<file path="src/common/cpt_pkg.sv">
// Package with register map, field layout, reset values and counts for the clock prescaler block.
package cpt_pkg;
    localparam logic [7:0] CPT_DIVIDE_CONTROL_INDEX = 8'h26;
    localparam logic [7:0] CPT_TRIM_INDEX = 8'h31;
    localparam logic [9:0] CPT_DIVIDE_CONTROL_ADDR = {CPT_DIVIDE_CONTROL_INDEX, 2'b00};
    localparam logic [9:0] CPT_TRIM_ADDR = {CPT_TRIM_INDEX, 2'b00};
    localparam int CPT_CHANGE_ENABLE_BIT = 7;
    localparam int CPT_SELECT_MSB = 3;
    localparam logic [7:0] CPT_CHANGE_ENABLE_WRITE = 8'h80;
    localparam logic [3:0] CPT_SELECT_RESET_DIV1 = 4'h0;
    localparam logic [3:0] CPT_SELECT_RESET_DIV8 = 4'h3;
    localparam logic [3:0] CPT_SELECT_MAX = 4'h8;
    localparam logic [7:0] CPT_TRIM_FACTORY_DEFAULT = 8'h0040;
    localparam logic [2:0] CPT_WINDOW_CYCLES = 3'h4;
    localparam logic [7:0] CPT_DIVIDER_ALL_ONES = 8'h00FF;

    typedef struct packed {
        logic [29:0] adr;
        logic [31:0] dat;
        logic [3:0] sel;
        logic we;
        logic cyc;
        logic stb;
    } cpt_wb_req_type;

    typedef enum logic [1:0] {
        CPT_WIN_IDLE = 2'b00,
        CPT_WIN_OPEN = 2'b01
    } cpt_window_state_type;
endpackage

</file>
<file path="src/cpt_divider.sv">
// Power-of-two clock enable divider that changes rate only at a common boundary.
`timescale 1ns/100ps
module cpt_divider
    import cpt_pkg::*;
(
    input wire logic i_ref_clk,
    input wire logic i_reset_n,
    input wire logic [3:0] i_select,
    output logic o_tick
);
    logic [7:0] count;
    logic [3:0] active_select;
    logic [7:0] mask;
    wire logic wrap;
    wire logic [3:0] clamped;

    // Reserved codes behave as the largest factor, 256.
    assign clamped = (i_select > CPT_SELECT_MAX) ? CPT_SELECT_MAX : i_select;
    assign mask = (active_select == CPT_SELECT_MAX) ? CPT_DIVIDER_ALL_ONES :
        8'((9'h001 << active_select) - 9'h001);
    assign wrap = ((count & mask) == mask);

    always_ff @(posedge i_ref_clk or negedge i_reset_n) begin
        if (!i_reset_n) begin
            count <= 8'h0000;
            active_select <= 4'h0;
            o_tick <= 1'b0;
        end else begin
            // New rate takes effect only at the end of a whole old period.
            o_tick <= wrap;
            if (wrap) begin
                count <= 8'h0000;
                active_select <= clamped;
            end else begin
                count <= 8'(count + 8'h0001);
            end
        end
    end
endmodule // cpt_divider

</file>
<file path="src/cpt_clock_prescaler.sv">
// Clock prescaler with protected change sequence and oscillator trim register.
//
// Local design decision: the Wishbone interface to the registers.
`timescale 1ns/100ps
module cpt_clock_prescaler
    import cpt_pkg::*;
(
    input wire logic i_ref_clk,
    input wire logic i_reset_n,
    input wire logic i_initial_div8_fuse,
    input wire logic [7:0] i_trim_factory,
    input wire logic [29:0] i_wb_adr,
    input wire logic [31:0] i_wb_dat,
    input wire logic [3:0] i_wb_sel,
    input wire logic i_wb_we,
    input wire logic i_wb_cyc,
    input wire logic i_wb_stb,
    output logic [31:0] o_wb_dat,
    output logic o_wb_ack,
    output logic [7:0] o_oscillator_trim,
    output logic [3:0] o_divide_select,
    output logic o_system_clock_enable
);
    cpt_wb_req_type req;
    cpt_window_state_type window_state;
    cpt_window_state_type next_window_state;
    logic [2:0] window_count;
    logic [2:0] next_window_count;
    logic [3:0] divide_select;
    logic divide_change_enable;
    logic [7:0] oscillator_trim;
    logic loaded;
    logic divider_tick;
    wire logic access;
    wire logic write_strobe;
    wire logic hit_control;
    wire logic hit_trim;
    wire logic lane0;
    wire logic write_control;
    wire logic write_trim;
    wire logic enable_write;
    wire logic select_write;
    wire logic window_expired;
    wire logic [7:0] control_read;
    wire logic [31:0] read_data;

    assign req = '{adr: i_wb_adr, dat: i_wb_dat, sel: i_wb_sel, we: i_wb_we,
        cyc: i_wb_cyc, stb: i_wb_stb};
    assign access = req.cyc && req.stb && !o_wb_ack;
    assign write_strobe = access && req.we;
    assign hit_control = ({req.adr, 2'b00} == {22'h00_0000, CPT_DIVIDE_CONTROL_ADDR});
    assign hit_trim = ({req.adr, 2'b00} == {22'h00_0000, CPT_TRIM_ADDR});
    assign lane0 = req.sel[0];
    assign write_control = write_strobe && hit_control && lane0;
    assign write_trim = write_strobe && hit_trim && lane0;
    assign enable_write = write_control &&
        (req.dat[7:0] == CPT_CHANGE_ENABLE_WRITE);
    assign select_write = write_control && !req.dat[CPT_CHANGE_ENABLE_BIT];
    assign window_expired = (window_state == CPT_WIN_OPEN) &&
        (window_count == CPT_WINDOW_CYCLES - 3'h1);
    assign control_read = {divide_change_enable, 3'b000, divide_select};
    assign read_data = hit_control ? {24'h00_0000, control_read} :
        hit_trim ? {24'h00_0000, oscillator_trim} : 32'h0000_0000;

    always_comb begin
        next_window_state = window_state;
        next_window_count = window_count;
        case (window_state)
            CPT_WIN_IDLE: begin
                if (enable_write) begin
                    next_window_state = CPT_WIN_OPEN;
                    next_window_count = 3'h0;
                end
            end
            CPT_WIN_OPEN: begin
                // A repeated enable write does not restart the count.
                next_window_count = 3'(window_count + 3'h1);
                if (select_write || window_expired) begin
                    next_window_state = CPT_WIN_IDLE;
                    next_window_count = 3'h0;
                end
            end
            default: begin
                next_window_state = CPT_WIN_IDLE;
                next_window_count = 3'h0;
            end
        endcase
    end

    always_ff @(posedge i_ref_clk or negedge i_reset_n) begin
        if (!i_reset_n) begin
            window_state <= CPT_WIN_IDLE;
            window_count <= 3'h0;
            divide_change_enable <= 1'b0;
        end else begin
            window_state <= next_window_state;
            window_count <= next_window_count;
            divide_change_enable <= (next_window_state == CPT_WIN_OPEN);
        end
    end

    always_ff @(posedge i_ref_clk or negedge i_reset_n) begin
        if (!i_reset_n) begin
            loaded <= 1'b0;
            divide_select <= CPT_SELECT_RESET_DIV1;
            oscillator_trim <= CPT_TRIM_FACTORY_DEFAULT;
        end else if (!loaded) begin
            // Fuse and factory trim are captured on the first edge after release.
            loaded <= 1'b1;
            divide_select <= i_initial_div8_fuse ? CPT_SELECT_RESET_DIV8 :
                CPT_SELECT_RESET_DIV1;
            oscillator_trim <= i_trim_factory;
        end else begin
            if (select_write && window_state == CPT_WIN_OPEN) begin
                divide_select <= req.dat[CPT_SELECT_MSB:0];
            end
            if (write_trim) begin
                oscillator_trim <= req.dat[7:0];
            end
        end
    end

    always_ff @(posedge i_ref_clk or negedge i_reset_n) begin
        if (!i_reset_n) begin
            o_wb_ack <= 1'b0;
            o_wb_dat <= 32'h0000_0000;
            o_oscillator_trim <= CPT_TRIM_FACTORY_DEFAULT;
            o_divide_select <= CPT_SELECT_RESET_DIV1;
            o_system_clock_enable <= 1'b0;
        end else begin
            o_wb_ack <= access;
            o_wb_dat <= access ? read_data : 32'h0000_0000;
            o_oscillator_trim <= oscillator_trim;
            o_divide_select <= divide_select;
            o_system_clock_enable <= divider_tick && loaded;
        end
    end

    cpt_divider u_divider (
        .i_ref_clk(i_ref_clk),
        .i_reset_n(i_reset_n),
        .i_select(divide_select),
        .o_tick(divider_tick)
    );

    a_enable_only_exact: assert property (@(posedge i_ref_clk) disable iff (!i_reset_n)
        (write_control && req.dat[7:0] != CPT_CHANGE_ENABLE_WRITE && !divide_change_enable)
        |=> !divide_change_enable)
        else $error("Change enable set by a write other than 0x80.");

    a_window_four_cycles: assert property (@(posedge i_ref_clk) disable iff (!i_reset_n)
        $rose(divide_change_enable) |-> ##4 !divide_change_enable)
        else $error("Change enable did not clear after four cycles.");

    a_window_no_extend: assert property (@(posedge i_ref_clk) disable iff (!i_reset_n)
        ($rose(divide_change_enable) ##2 enable_write)
        |=> divide_change_enable ##1 !divide_change_enable)
        else $error("Repeated enable write extended the window.");

    a_select_protected: assert property (@(posedge i_ref_clk) disable iff (!i_reset_n)
        (loaded && !divide_change_enable && $past(loaded)) |=> $stable(divide_select))
        else $error("Select changed outside the change window.");

    a_select_clears_enable: assert property (@(posedge i_ref_clk) disable iff (!i_reset_n)
        (select_write && divide_change_enable) |=> !divide_change_enable)
        else $error("Select write did not clear change enable.");

    a_reserved_read_zero: assert property (@(posedge i_ref_clk) disable iff (!i_reset_n)
        (access && !req.we && hit_control) |=> (o_wb_ack && o_wb_dat[6:4] == 3'b000))
        else $error("Reserved control bits read nonzero.");

    a_fuse_reset_value: assert property (@(posedge i_ref_clk) disable iff (!i_reset_n)
        (!loaded && i_reset_n && i_initial_div8_fuse)
        |=> (divide_select == CPT_SELECT_RESET_DIV8))
        else $error("Fuse did not load divide by eight.");

    a_trim_write_lands: assert property (@(posedge i_ref_clk) disable iff (!i_reset_n)
        (write_trim && loaded) |=> ##1 (o_oscillator_trim == $past(req.dat[7:0], 2)))
        else $error("Trim write did not reach the output.");

    a_div1_every_cycle: assert property (@(posedge i_ref_clk) disable iff (!i_reset_n)
        (o_system_clock_enable && $past(divide_select, 2) == 4'h0)
        |=> o_system_clock_enable)
        else $error("Divide by one did not give an enable every cycle.");

    a_trim_factory_load: assert property (@(posedge i_ref_clk) disable iff (!i_reset_n)
        (!loaded && i_reset_n)
        |=> (oscillator_trim == $past(i_trim_factory)))
        else $error("Factory trim was not loaded after reset.");

    a_fuse_clear_value: assert property (@(posedge i_ref_clk) disable iff (!i_reset_n)
        (!loaded && i_reset_n && !i_initial_div8_fuse)
        |=> (divide_select == CPT_SELECT_RESET_DIV1))
        else $error("Clear fuse did not load divide by one.");

    a_trim_write_only: assert property (@(posedge i_ref_clk) disable iff (!i_reset_n)
        (loaded && !write_trim)
        |=> $stable(oscillator_trim))
        else $error("Trim changed without a write.");

    a_control_read: assert property (@(posedge i_ref_clk) disable iff (!i_reset_n)
        (access && !req.we && hit_control)
        |=> (o_wb_dat == {24'h00_0000, $past(divide_change_enable), 3'b000,
        $past(divide_select)}))
        else $error("Control read data is wrong.");

    a_trim_read: assert property (@(posedge i_ref_clk) disable iff (!i_reset_n)
        (access && !req.we && hit_trim)
        |=> (o_wb_dat == {24'h00_0000, $past(oscillator_trim)}))
        else $error("Trim read data is wrong.");

    a_enable_sets: assert property (@(posedge i_ref_clk) disable iff (!i_reset_n)
        (enable_write && !divide_change_enable)
        |=> divide_change_enable)
        else $error("Exact enable write did not set change enable.");

    a_enable_from_write: assert property (@(posedge i_ref_clk) disable iff (!i_reset_n)
        $rose(divide_change_enable)
        |-> $past(enable_write))
        else $error("Change enable rose without an exact enable write.");

    a_window_full: assert property (@(posedge i_ref_clk) disable iff (!i_reset_n)
        ($rose(divide_change_enable) && !select_write) ##1 !select_write ##1 !select_write
        |=> divide_change_enable)
        else $error("Change window closed before four cycles.");

    a_select_lands: assert property (@(posedge i_ref_clk) disable iff (!i_reset_n)
        (select_write && divide_change_enable)
        |=> (divide_select == $past(req.dat[CPT_SELECT_MSB:0])))
        else $error("Select write inside the window did not land.");

    a_select_bit7_kept: assert property (@(posedge i_ref_clk) disable iff (!i_reset_n)
        (write_control && req.dat[CPT_CHANGE_ENABLE_BIT] && loaded)
        |=> $stable(divide_select))
        else $error("Select changed on a write with enable bit set.");

    a_rewrite_keeps: assert property (@(posedge i_ref_clk) disable iff (!i_reset_n)
        (enable_write && divide_change_enable && !window_expired)
        |=> divide_change_enable)
        else $error("Repeated enable write cleared the flag.");

    a_tick_single: assert property (@(posedge i_ref_clk) disable iff (!i_reset_n)
        (o_system_clock_enable && $past(divide_select, 2) != 4'h0)
        |=> !o_system_clock_enable)
        else $error("Enable pulse longer than one cycle.");

    a_div2_period: assert property (@(posedge i_ref_clk) disable iff (!i_reset_n)
        (o_system_clock_enable && $past(divide_select, 2) == 4'h1)
        |=> !o_system_clock_enable ##1 o_system_clock_enable)
        else $error("Divide by two period is wrong.");

    a_div4_period: assert property (@(posedge i_ref_clk) disable iff (!i_reset_n)
        (o_system_clock_enable && $past(divide_select, 2) == 4'h2)
        |=> !o_system_clock_enable [*3] ##1 o_system_clock_enable)
        else $error("Divide by four period is wrong.");

    a_div8_period: assert property (@(posedge i_ref_clk) disable iff (!i_reset_n)
        (o_system_clock_enable && $past(divide_select, 2) == 4'h3)
        |=> !o_system_clock_enable [*7] ##1 o_system_clock_enable)
        else $error("Divide by eight period is wrong.");

    a_gap_min_four: assert property (@(posedge i_ref_clk) disable iff (!i_reset_n)
        (o_system_clock_enable && $past(divide_select, 2) >= 4'h2)
        |=> !o_system_clock_enable [*3])
        else $error("Enable period shorter than four cycles.");

    a_gap_min_eight: assert property (@(posedge i_ref_clk) disable iff (!i_reset_n)
        (o_system_clock_enable && $past(divide_select, 2) >= 4'h3)
        |=> !o_system_clock_enable [*7])
        else $error("Enable period shorter than eight cycles.");

    a_enable_gated: assert property (@(posedge i_ref_clk) disable iff (!i_reset_n)
        !loaded
        |=> !o_system_clock_enable)
        else $error("System enable pulsed before capture.");

    a_trim_range_bit: assert property (@(posedge i_ref_clk) disable iff (!i_reset_n)
        (write_trim && loaded)
        |=> (oscillator_trim[7] == $past(req.dat[7])))
        else $error("Trim range bit not stored.");

    a_trim_fine_bits: assert property (@(posedge i_ref_clk) disable iff (!i_reset_n)
        (write_trim && loaded)
        |=> (oscillator_trim[6:0] == $past(req.dat[6:0])))
        else $error("Trim fine bits not stored.");

    a_trim_lane_gate: assert property (@(posedge i_ref_clk) disable iff (!i_reset_n)
        (write_strobe && hit_trim && !lane0 && loaded)
        |=> $stable(oscillator_trim))
        else $error("Trim written without lane zero enabled.");

    a_control_lane_gate: assert property (@(posedge i_ref_clk) disable iff (!i_reset_n)
        (write_strobe && hit_control && !lane0 && loaded)
        |=> ($stable(divide_select) && !$rose(divide_change_enable)))
        else $error("Control written without lane zero enabled.");
endmodule // cpt_clock_prescaler

</file>
<file path="config.mk">
export PLATFORM = sky130hd
export DESIGN_NAME = cpt_clock_prescaler
export DESIGN_NICKNAME = d
export VERILOG_FILES = /design/src/common/cpt_pkg.sv /design/src/cpt_divider.sv /design/src/cpt_clock_prescaler.sv
export SDC_FILE = /design/constraint.sdc
export NUM_CORES = 1
export LEC_CHECK = 0
export ABC_AREA = 1
export BUFFER_PORTS_ARGS = -buffer_cell sky130_fd_sc_hd__buf_4
export CAP_MARGIN = 30
export CORE_MARGIN = 1.5
export CORE_UTILIZATION = 51
export CTS_CLUSTER_SIZE = 14
export DETAILED_ROUTE_END_ITERATION = 7
export GPL_TIMING_DRIVEN = 0
export PLACE_DENSITY = 0.87
export REMOVE_ABC_BUFFERS = 1
export SYNTH_ARGS = -nofsm -noshare
export SYNTH_HDL_FRONTEND = slang
export SYNTH_SLANG_ARGS = --single-unit
</file>
<file path="constraint.sdc">
create_clock -name i_ref_clk -period 3.5 [get_ports i_ref_clk]
set_clock_uncertainty 0.15 [all_clocks]
set_input_delay 0.525 -clock i_ref_clk [delete_from_list [all_inputs] [get_ports i_ref_clk]]
set_output_delay 0.525 -clock i_ref_clk [all_outputs]
set_load 0.03 [all_outputs]
</file>
==> results of run 1 <==
-- routing by layer --
metal  GRT usage, %  vias to the layer above  part of all wire (%)
li1               -                     1190                     -
met1           23.9                     1141                    40
met2           37.5                       85                    53
met3           2.56                        9                   5.5
met4           8.57                        0                   2.0
met5              0                        -                     0
-- layout make-up --
class                           count  area share, %
Sequential cell                    54           38.3
Multi-Input combinational cell    241           35.6
Timing Repair Buffer               74           15.7
Inverter                           48           5.31
Tap cell                           72           2.55
Clock buffer                        5           1.95
Clock inverter                      3          0.601
-- per-stage QoR --
step | cells | area (µm²) | utilization [%]
6_report | 497 | 3540 | 64.2
4_1_cts | 497 | 3540 | 64.2
2_1_floorplan | 343 | 2800 | -
3_3_place_gp | 489 | 3450 | 62.6
5_1_grt | 497 | 3540 | 64.2
3_5_place_dp | 489 | 3450 | 62.6
-- final timing paths --
| check | from | to | slack, ps | cells after the start |
|---|---|---|---|---|
| setup / recovery | u_divider.active_select[1] | u_divider.count[7] | 1430 | 11 |
| hold / removal | i_reset_n | o_wb_dat[5] | 70 | 1 |
| setup reg to reg | u_divider.active_select[1] | u_divider.count[7] | 1430 | 11 |
| hold reg to reg | oscillator_trim[6] | o_oscillator_trim[6] | 220 | 0 |
| max in group asynchronous | i_reset_n | u_divider.count[6] | 2680 | 1 |
| min in group i_ref_clk | oscillator_trim[6] | o_oscillator_trim[6] | 220 | 0 |
-- cell families (layout without fill, tap and decap cells) --
group,after synthesis,after routing,share of synthesized area (%)
buf+inv,76,130,13.4
mux,4,4,1.55
flops,54,54,46.5
fa+ha+maj,4,4,1.72
simple gates,185,185,32.3
compound gates,18,18,3.09
other cells,2,26,0.258
xor+xnor,4,4,1.20
-- power breakdown --
group          internal, mW  switching (mW)
Combinational         0.286           0.503
Sequential            0.707          0.0828
Clock                 0.141           0.213
-- state kept, by name (all words and copies together) (netlist names) --
signal,flops
o_oscillator_trim,8
o_wb_dat,8
oscillator_trim,8
u_divider.count,8
divide_select,4
o_divide_select,4
u_divider.active_select,4
window_count,3
window_state,2
divide_change_enable,1
loaded,1
o_system_clock_enable,1
o_wb_ack,1
u_divider.o_tick,1
-- layout by cell type, fill, tap and decap left out, types with 6 or more instances in the layout --
cell type,count
conb_1,26
a21oi_1,6
nand2_1,82
inv_2,8
nor2_4,10
inv_1,39
o21ai_0,10
nand4_1,12
nor2_1,32
nand3_1,24
buf_4,74
dfrtp_1,52
==> flow_summary_export.csv, run 1 <==
group,metric,value,unit
clock_network,cts_tree,"yes",
critical_path,path_class,"reg2reg",
die,die-area,6180,µm²
die,ioPinCount,126,
clock_network,cts_setup_buffers,0,
clock_network,cts.reportedPaths.clkPinSlew,100,ps
power_and_ir_drop,ir_drop,0.336,mV
yosys,syn_avg_cell_area,8.40,µm²
placement,place_hpwl,4.54,mm
cells_and_area,nNetsFinal,508,
critical_path,cp_slowest_stage_delay,470,ps
sta,hold_viol,0,
yosys,yosys_warnings,0,
global_route,antenna_found_initial,0,
critical_path,crit_path_frequent_cell,"nand2_1",
die,dieHeight,78.6,µm
cells_and_area,area_delta_synth_final,21.4,%
detailed_routing,drcViolationCount,0,
yosys,synthTopCellsByArea,"dfrtp_1 (45%), nand2_1 (11%), buf_4 (6.2%)",
status,status,"finished clean",
global_route,first_global_vias,2306,
clock_network,cts.repair.resized,0,
global_route,grt_overflow_total,0,
detailed_routing,routed_wl,5.97,mm
cells_and_area,num_antenna_cells,0,
yosys,netlist_top_cells_count,"nand2_1 (82), dfrtp_1 (52), inv_1 (39), nor2_1 (32)",
yosys,ys_ff_latch,54,
placement,gp_congestion,0.820,
power_and_ir_drop,totalPowerFinal,1.93,mW
sta,final.setup.tns,0,ps
power_and_ir_drop,p_per_area,546,nW/µm²
sta,min_period,2070,ps
sta,fin_crit_sh,59.2,%
clock_network,numClockSinks,54,
critical_path,path_cells,"nor2_2 > nand2_1 > ha_1 > nand2_1 > inv_2 > nand2_1 > nand3_1 > nand2_2 > nand3_4 > inv_8 > nor2_4",
yosys,synthDominantCellAreaShare,44.7,%
yosys,syn_area,2910,µm²
sta,whs,70.5,ps
cells_and_area,multi_input_area,1260,µm²
die,die_x,78.6,µm
placement,pre_cts_ws,1470,ps
die,rows,27,
yosys,synthCells,347,
die,core_region_area,5510,µm²
sta,fmax,483,MHz
global_route,grt_pass1_wl,9.93,mm
yosys,ys_types,31,
detailed_routing,via_per_inst,4.88,
critical_path,critPathMaxFanout,9,
detailed_routing,ant_nets,0,
clock_network,cts_buffers,5,
power_and_ir_drop,p_leak,1.88,nW
clock_network,hold_buffers,0,
critical_path,crit_required,3560,ps
cells_and_area,fill_cells,454,
detailed_routing,vias,2425,
detailed_routing,drt_iter0_drc,184,
yosys,yosysMostFrequentCell,"nand2_1",
clock_network,cts-root-buf,"clkbuf_8",
critical_path,cp-start-kind,"register",
hold_path,min-delay-path-class,"in2async",
critical_path,setup.worst_path.end_class,"register",
global_route,grt_max_degree,55,
sta,maxSlewViolCount,0,
critical_path,crit_slowest_cell,"dfrtp_1",
sta,worst_slew_pin_slew,802,ps
clock_network,htreeDepth,2,
detailed_routing,dr.pass1.iters,4,
yosys,synth_ff_type,"dfrtp_1",
sta,rsz0062_at_grt,"no",
sta,finalSetupViolCount,0,
global_route,grt_usage,20.5,%
sta,slew_headroom,46.5,%
clock_network,clk_path_buf_depth,2,
critical_path,crit_buf_inv,2,
yosys,synth_area_leader_cell,"dfrtp_1",
clock_network,clock_latency,310,ps
critical_path,arrival,2130,ps
die,initial_core_util,52.9,%
cells_and_area,register_area,1350,µm²
sta,fin_ws,1430,ps
critical_path,crit_family,"simple AND/OR/NAND/NOR gates",
yosys,synth_enable_flop_cells,0,
yosys,yosysSeqAreaShare,46.5,%
yosys,async_flop_share,100,%
flow_run,drv_cap,0,
cells_and_area,drive_above_1_share,28.9,%
placement,port_buffers,74,
detailed_routing,wire_per_inst,12.0,µm
No activity file was read; power rests on OpenSTA's default activity.
==> inputs of run 2 (changes only) <==
--- a/config.mk
+++ b/config.mk
@@ -9,11 +9,11 @@
 export BUFFER_PORTS_ARGS = -buffer_cell sky130_fd_sc_hd__buf_4
 export CAP_MARGIN = 30
 export CORE_MARGIN = 1.5
-export CORE_UTILIZATION = 51
+export CORE_UTILIZATION = 43
 export CTS_CLUSTER_SIZE = 14
 export DETAILED_ROUTE_END_ITERATION = 7
 export GPL_TIMING_DRIVEN = 0
-export PLACE_DENSITY = 0.87
+export PLACE_DENSITY = 0.78
 export REMOVE_ABC_BUFFERS = 1
 export SYNTH_ARGS = -nofsm -noshare
 export SYNTH_HDL_FRONTEND = slang
==> constraint.sdc (replaced) <==
create_clock -name i_ref_clk -period 1.9 [get_ports i_ref_clk]
set_clock_uncertainty 0.15 [all_clocks]
set_input_delay 0.285 -clock i_ref_clk [delete_from_list [all_inputs] [get_ports i_ref_clk]]
set_output_delay 0.285 -clock i_ref_clk [all_outputs]
set_load 0.03 [all_outputs]
==> flow_summary_export.csv, run 2 (synthesized netlist as in run 1, its figures left out) <==
group,metric,value,unit
clock_network,cts-root-buf,"clkbuf_8",
clock_network,clock_latency,300,ps
global_route,grt_pass1_wl,10.2,mm
critical_path,path_cells,"nor2_4 > nand3_2 > ha_4 > nand2_2 > nand2_2 > nand3_4 > nor2_8 > nand3_4 > inv_8 > nor2_4",
critical_path,startpoint,"u_divider.active_select[2]",
cells_and_area,mostFrequentLayoutCells,"buf_4 (85), nand2_1 (79), dfrtp_1 (49)",
sta,maxSlewViolCount,0,
sta,fin_ws,4.49,ps
detailed_routing,wire_per_inst,11.7,µm
critical_path,reg2reg_from,"u_divider.active_select[2]",
cells_and_area,drive_above_1_share,32.9,%
die,die_x,85.3,µm
critical_path,endpoint,"u_divider.count[4]",
die,dieHeight,85.3,µm
clock_network,clk_path_buf_depth,2,
cells_and_area,num_antenna_cells,0,
clock_network,cts.reportedPaths.clkPinSlew,90,ps
critical_path,cp_slowest_stage_delay,420,ps
sta,fmax,528,MHz
sta,slew_headroom,46.5,%
detailed_routing,vias,2465,
cells_and_area,multi_input_area,1300,µm²
global_route,first_global_vias,2303,
critical_path,crit_slowest_cell,"dfrtp_1",
die,ioPinCount,126,
detailed_routing,dr.pass1.iters,6,
detailed_routing,via_per_inst,4.79,
sta,fin_crit_sh,99.8,%
global_route,antenna_found_initial,0,
critical_path,critPathMaxFanout,6,
hold_path,min-delay-path-class,"in2reg",
critical_path,arrival,1940,ps
critical_path,r2r_end,"u_divider.count[4]",
critical_path,crit_required,1940,ps
cells_and_area,nNetsFinal,521,
die,initial_core_util,45.1,%
placement,place_area,3450,µm²
sta,rsz0062_at_grt,"yes",
clock_network,cts_tree,"yes",
clock_network,cts_buffers,5,
detailed_routing,routed_wl,6.04,mm
sta,whs,80.6,ps
status,violations,"DRC",
placement,place_hpwl,4.42,mm
power_and_ir_drop,p_per_area,1060,nW/µm²
cells_and_area,area_delta_synth_final,26.6,%
detailed_routing,drt_iter0_drc,121,
cells_and_area,register_area,1360,µm²
cells_and_area,stdcell_area,3690,µm²
critical_path,path_class,"reg2reg",
die,die-area,7280,µm²
sta,min_period,1900,ps
placement,pre_cts_ws,-136,ps
flow_run,drv_cap,0,
sta,finalSetupViolCount,0,
clock_network,numClockSinks,54,
power_and_ir_drop,p_leak,1.96,nW
global_route,grt_max_degree,55,
critical_path,crit_buf_inv,1,
critical_path,cp.depth,10,
global_route,grt_usage,17.7,%
clock_network,htreeDepth,2,
critical_path,cp-start-kind,"register",
status,status,"complete, but fails checks",
sta,worst_slew_pin_slew,802,ps
placement,port_buffers,74,
global_route,grt_overflow_total,0,
detailed_routing,drcViolationCount,1,
cells_and_area,fill_cells,574,
critical_path,rrSetupSlack,4,ps
power_and_ir_drop,totalPowerFinal,3.91,mW
sta,hold_viol,0,
cells_and_area,mostFrequentLayoutCell,"buf_4",
die,core_region_area,6460,µm²
cells_and_area,fin_util,57.1,%
critical_path,setup.worst_path.end_class,"register",
placement,gp_congestion,0.808,
power_and_ir_drop,ir_drop,0.476,mV
die,rows,29,
detailed_routing,ant_nets,0,
critical_path,crit_family,"simple AND/OR/NAND/NOR gates",
critical_path,ff2ff_path_depth,10,
-- run 2: worst min path at each step --
stage / start / end / slack, ps / cells past startpoint
floorplan: i_reset_n / divide_change_enable / -160 / 0
global placement: i_reset_n / oscillator_trim[4] / 210 / 1
detailed placement: oscillator_trim[6] / o_oscillator_trim[6] / 210 / 0
CTS: i_wb_stb / o_wb_ack / 80 / 3
global route: i_wb_stb / o_wb_ack / 80 / 3
finish: i_wb_stb / o_wb_ack / 80 / 3
-- run 2: power by group --
part | internal (mW) | switching, mW | total (mW)
sequential | 1.31 | 0.145 | 1.45
combinational | 0.736 | 1.06 | 1.80
clock | 0.295 | 0.363 | 0.658
total | 2.34 | 1.57 | 3.91
-- run 2: timing repair --
action                                  4_1_cts  5_1_grt
hold buffers                                  1        0
buffers inserted                             11        0
pin swaps                                     8        7
endpoints found under the setup margin       13       13
endpoints found under the hold margin        52        0
gates resized for setup                      10        3
cloned                                        1        0
-- run 2: cell type report --
type                       count  area share, %
multi-input combinational    241           35.2
tap                           77           2.61
inverter                      48           5.09
timing repair buffer          86           17.6
timing repair inverter         1          0.237
clock buffer                   7           2.34
clock inverter                 1          0.136
sequential                    54           36.8
-- run 2: layer usage --
layer,vias to the layer above,wire length (µm),global-route usage (%)
li1,1218,-,-
met1,1148,2470,22.5
met2,88,3120,30.6
met3,11,332,3.50
met4,0,121,5.72
met5,-,0,0
-- run 2: stage by stage --
step / TNS [ps] / instances
finish: 0 / 515
global route: -651 / 515
CTS: 0 / 515
detailed placement: -1360 / 494
global placement: -649 / 494
floorplan: 0 / 343
-- run 2: worst min-delay path, delay by kind of cell --
family	cells	cell delay (ps)
buffers and inverters	1	110
AND/OR/NAND/NOR	2	110
==> inputs of run 3 (changes only) <==
--- a/config.mk
+++ b/config.mk
@@ -9,12 +9,13 @@
 export BUFFER_PORTS_ARGS = -buffer_cell sky130_fd_sc_hd__buf_4
 export CAP_MARGIN = 30
 export CORE_MARGIN = 1.5
-export CORE_UTILIZATION = 43
+export CORE_UTILIZATION = 51
 export CTS_CLUSTER_SIZE = 14
 export DETAILED_ROUTE_END_ITERATION = 7
 export GPL_TIMING_DRIVEN = 0
-export PLACE_DENSITY = 0.78
+export PLACE_DENSITY = 0.87
 export REMOVE_ABC_BUFFERS = 1
+export SETUP_SLACK_MARGIN = 0.05
 export SYNTH_ARGS = -nofsm -noshare
 export SYNTH_HDL_FRONTEND = slang
 export SYNTH_SLANG_ARGS = --single-unit
==> constraint.sdc (replaced) <==
create_clock -name i_ref_clk -period 2.4 [get_ports i_ref_clk]
set_clock_uncertainty 0.15 [all_clocks]
set_input_delay 0.36 -clock i_ref_clk [delete_from_list [all_inputs] [get_ports i_ref_clk]]
set_output_delay 0.36 -clock i_ref_clk [all_outputs]
set_load 0.03 [all_outputs]
==> flow_summary_export.csv, run 3 (synthesized netlist as in run 1, its figures left out) <==
group,metric,value,unit
critical_path,crit_family,"simple AND/OR/NAND/NOR gates",
sta,whs,147,ps
sta,fin_ws,330,ps
global_route,grt_usage,20.5,%
power_and_ir_drop,p_per_area,794,nW/µm²
clock_network,clock_latency,310,ps
sta,min_period,2070,ps
critical_path,crit_path_frequent_cell,"nand2_1",
detailed_routing,vias,2416,
clock_network,cts_setup_buffers,0,
sta,fin_crit_sh,86.2,%
placement,port_buffers,74,
sta,finalSetupViolCount,0,
sta,fmax,483,MHz
global_route,grt_max_degree,55,
cells_and_area,nNetsFinal,509,
detailed_routing,routed_wl,5.98,mm
cells_and_area,fin_util,64.4,%
status,status,"finished clean",
critical_path,path_class,"reg2reg",
clock_network,htreeDepth,2,
critical_path,setup.worst_path.end_class,"register",
critical_path,cp-start-kind,"register",
power_and_ir_drop,ir_drop,0.490,mV
sta,hold_viol,0,
cells_and_area,fill_cells,453,
hold_path,min-delay-path-class,"in2reg",
global_route,first_global_vias,2306,
global_route,grt_overflow_total,0,
flow_run,drv_cap,0,
placement,place_area,3450,µm²
die,initial_core_util,52.9,%
cells_and_area,mostFrequentLayoutCell,"nand2_1",
die,die-area,6180,µm²
cells_and_area,stdcell_area,3550,µm²
sta,final.setup.tns,0,ps
sta,maxSlewViolCount,0,
clock_network,cts_tree,"yes",
global_route,antenna_found_initial,0,
cells_and_area,final_cells,498,
clock_network,clk_path_buf_depth,2,
cells_and_area,drive_above_1_share,28.9,%
die,die_x,78.6,µm
placement,placed_cells,489,
die,core_region_area,5510,µm²
detailed_routing,ant_nets,0,
cells_and_area,area_delta_synth_final,21.7,%
critical_path,arrival,2130,ps
detailed_routing,drcViolationCount,0,
detailed_routing,via_per_inst,4.85,
critical_path,crit_buf_inv,2,
placement,place_hpwl,4.54,mm
sta,rsz0062_at_grt,"no",
die,rows,27,
critical_path,critPathMaxFanout,9,
power_and_ir_drop,totalPowerFinal,2.82,mW
die,dieHeight,78.6,µm
sta,worst_slew_pin_slew,830,ps
sta,slew_headroom,44.6,%
global_route,grt_pass1_wl,9.93,mm
clock_network,cts_buffers,5,
clock_network,cts-root-buf,"clkbuf_8",
die,ioPinCount,126,
placement,gp_congestion,0.820,
clock_network,numClockSinks,54,
critical_path,path_cells,"nor2_2 > nand2_1 > ha_1 > nand2_1 > inv_2 > nand2_1 > nand3_1 > nand2_2 > nand3_4 > inv_8 > nor2_4",
placement,pre_cts_ws,374,ps
power_and_ir_drop,p_leak,1.89,nW
critical_path,crit_slowest_cell,"dfrtp_1",
detailed_routing,dr.pass1.iters,5,
detailed_routing,wire_per_inst,12.0,µm
cells_and_area,num_antenna_cells,0,
critical_path,crit_required,2460,ps
critical_path,cp_slowest_stage_delay,470,ps
cells_and_area,mostFrequentLayoutCells,"nand2_1 (82), buf_4 (74), dfrtp_1 (52)",
clock_network,cts.reportedPaths.clkPinSlew,100,ps
detailed_routing,drt_iter0_drc,171,
run 3: path summary, 6_finish.rpt:
check | start | end | slack, ps | depth (start not counted)
max in group asynchronous | i_reset_n | u_divider.count[6] | 1190 | 2
worst max-delay path | u_divider.active_select[1] | u_divider.count[7] | 330 | 11
worst max register to register | u_divider.active_select[1] | u_divider.count[7] | 330 | 11
min in group asynchronous | i_reset_n | o_wb_dat[5] | 460 | 2
worst min-delay path | i_wb_stb | o_wb_ack | 150 | 3
worst min register to register | oscillator_trim[6] | o_oscillator_trim[6] | 220 | 0
run 3: cell type report:
class | instances | area, µm² | share of cell area (%)
clock buffers | 5 | 68.8 | 1.94
clock inverters | 3 | 21.3 | 0.600
inverters | 48 | 188 | 5.29
multi-input cells | 241 | 1260 | 35.5
flip-flops and latches | 54 | 1350 | 38.2
well taps | 72 | 90.1 | 2.54
repair buffers | 75 | 566 | 15.9
run 3: timing repair:
item / in CTS / in global routing
hold buffers: 1 / 0
hold endpoints to repair: 52 / 0
resized for setup: 0 / 0
run 3: worst min-delay path: stages:
cell and delay [ps]:
buf_4 100, nand2_1 60, nor2_2 50
run 3: where the power goes:
part	internal, mW	total (mW)	switching, mW
clock	0.206	0.513	0.307
sequential	1.03	1.15	0.121
combinational	0.418	1.15	0.734
run 3: routing by layer:
metal	vias up	share of wire, %	global-route usage [%]
met5	-	0	0
met4	0	2.0	8.57
met3	9	5.2	2.56
met2	74	53	37.5
met1	1142	40	23.9
li1	1191	-	-
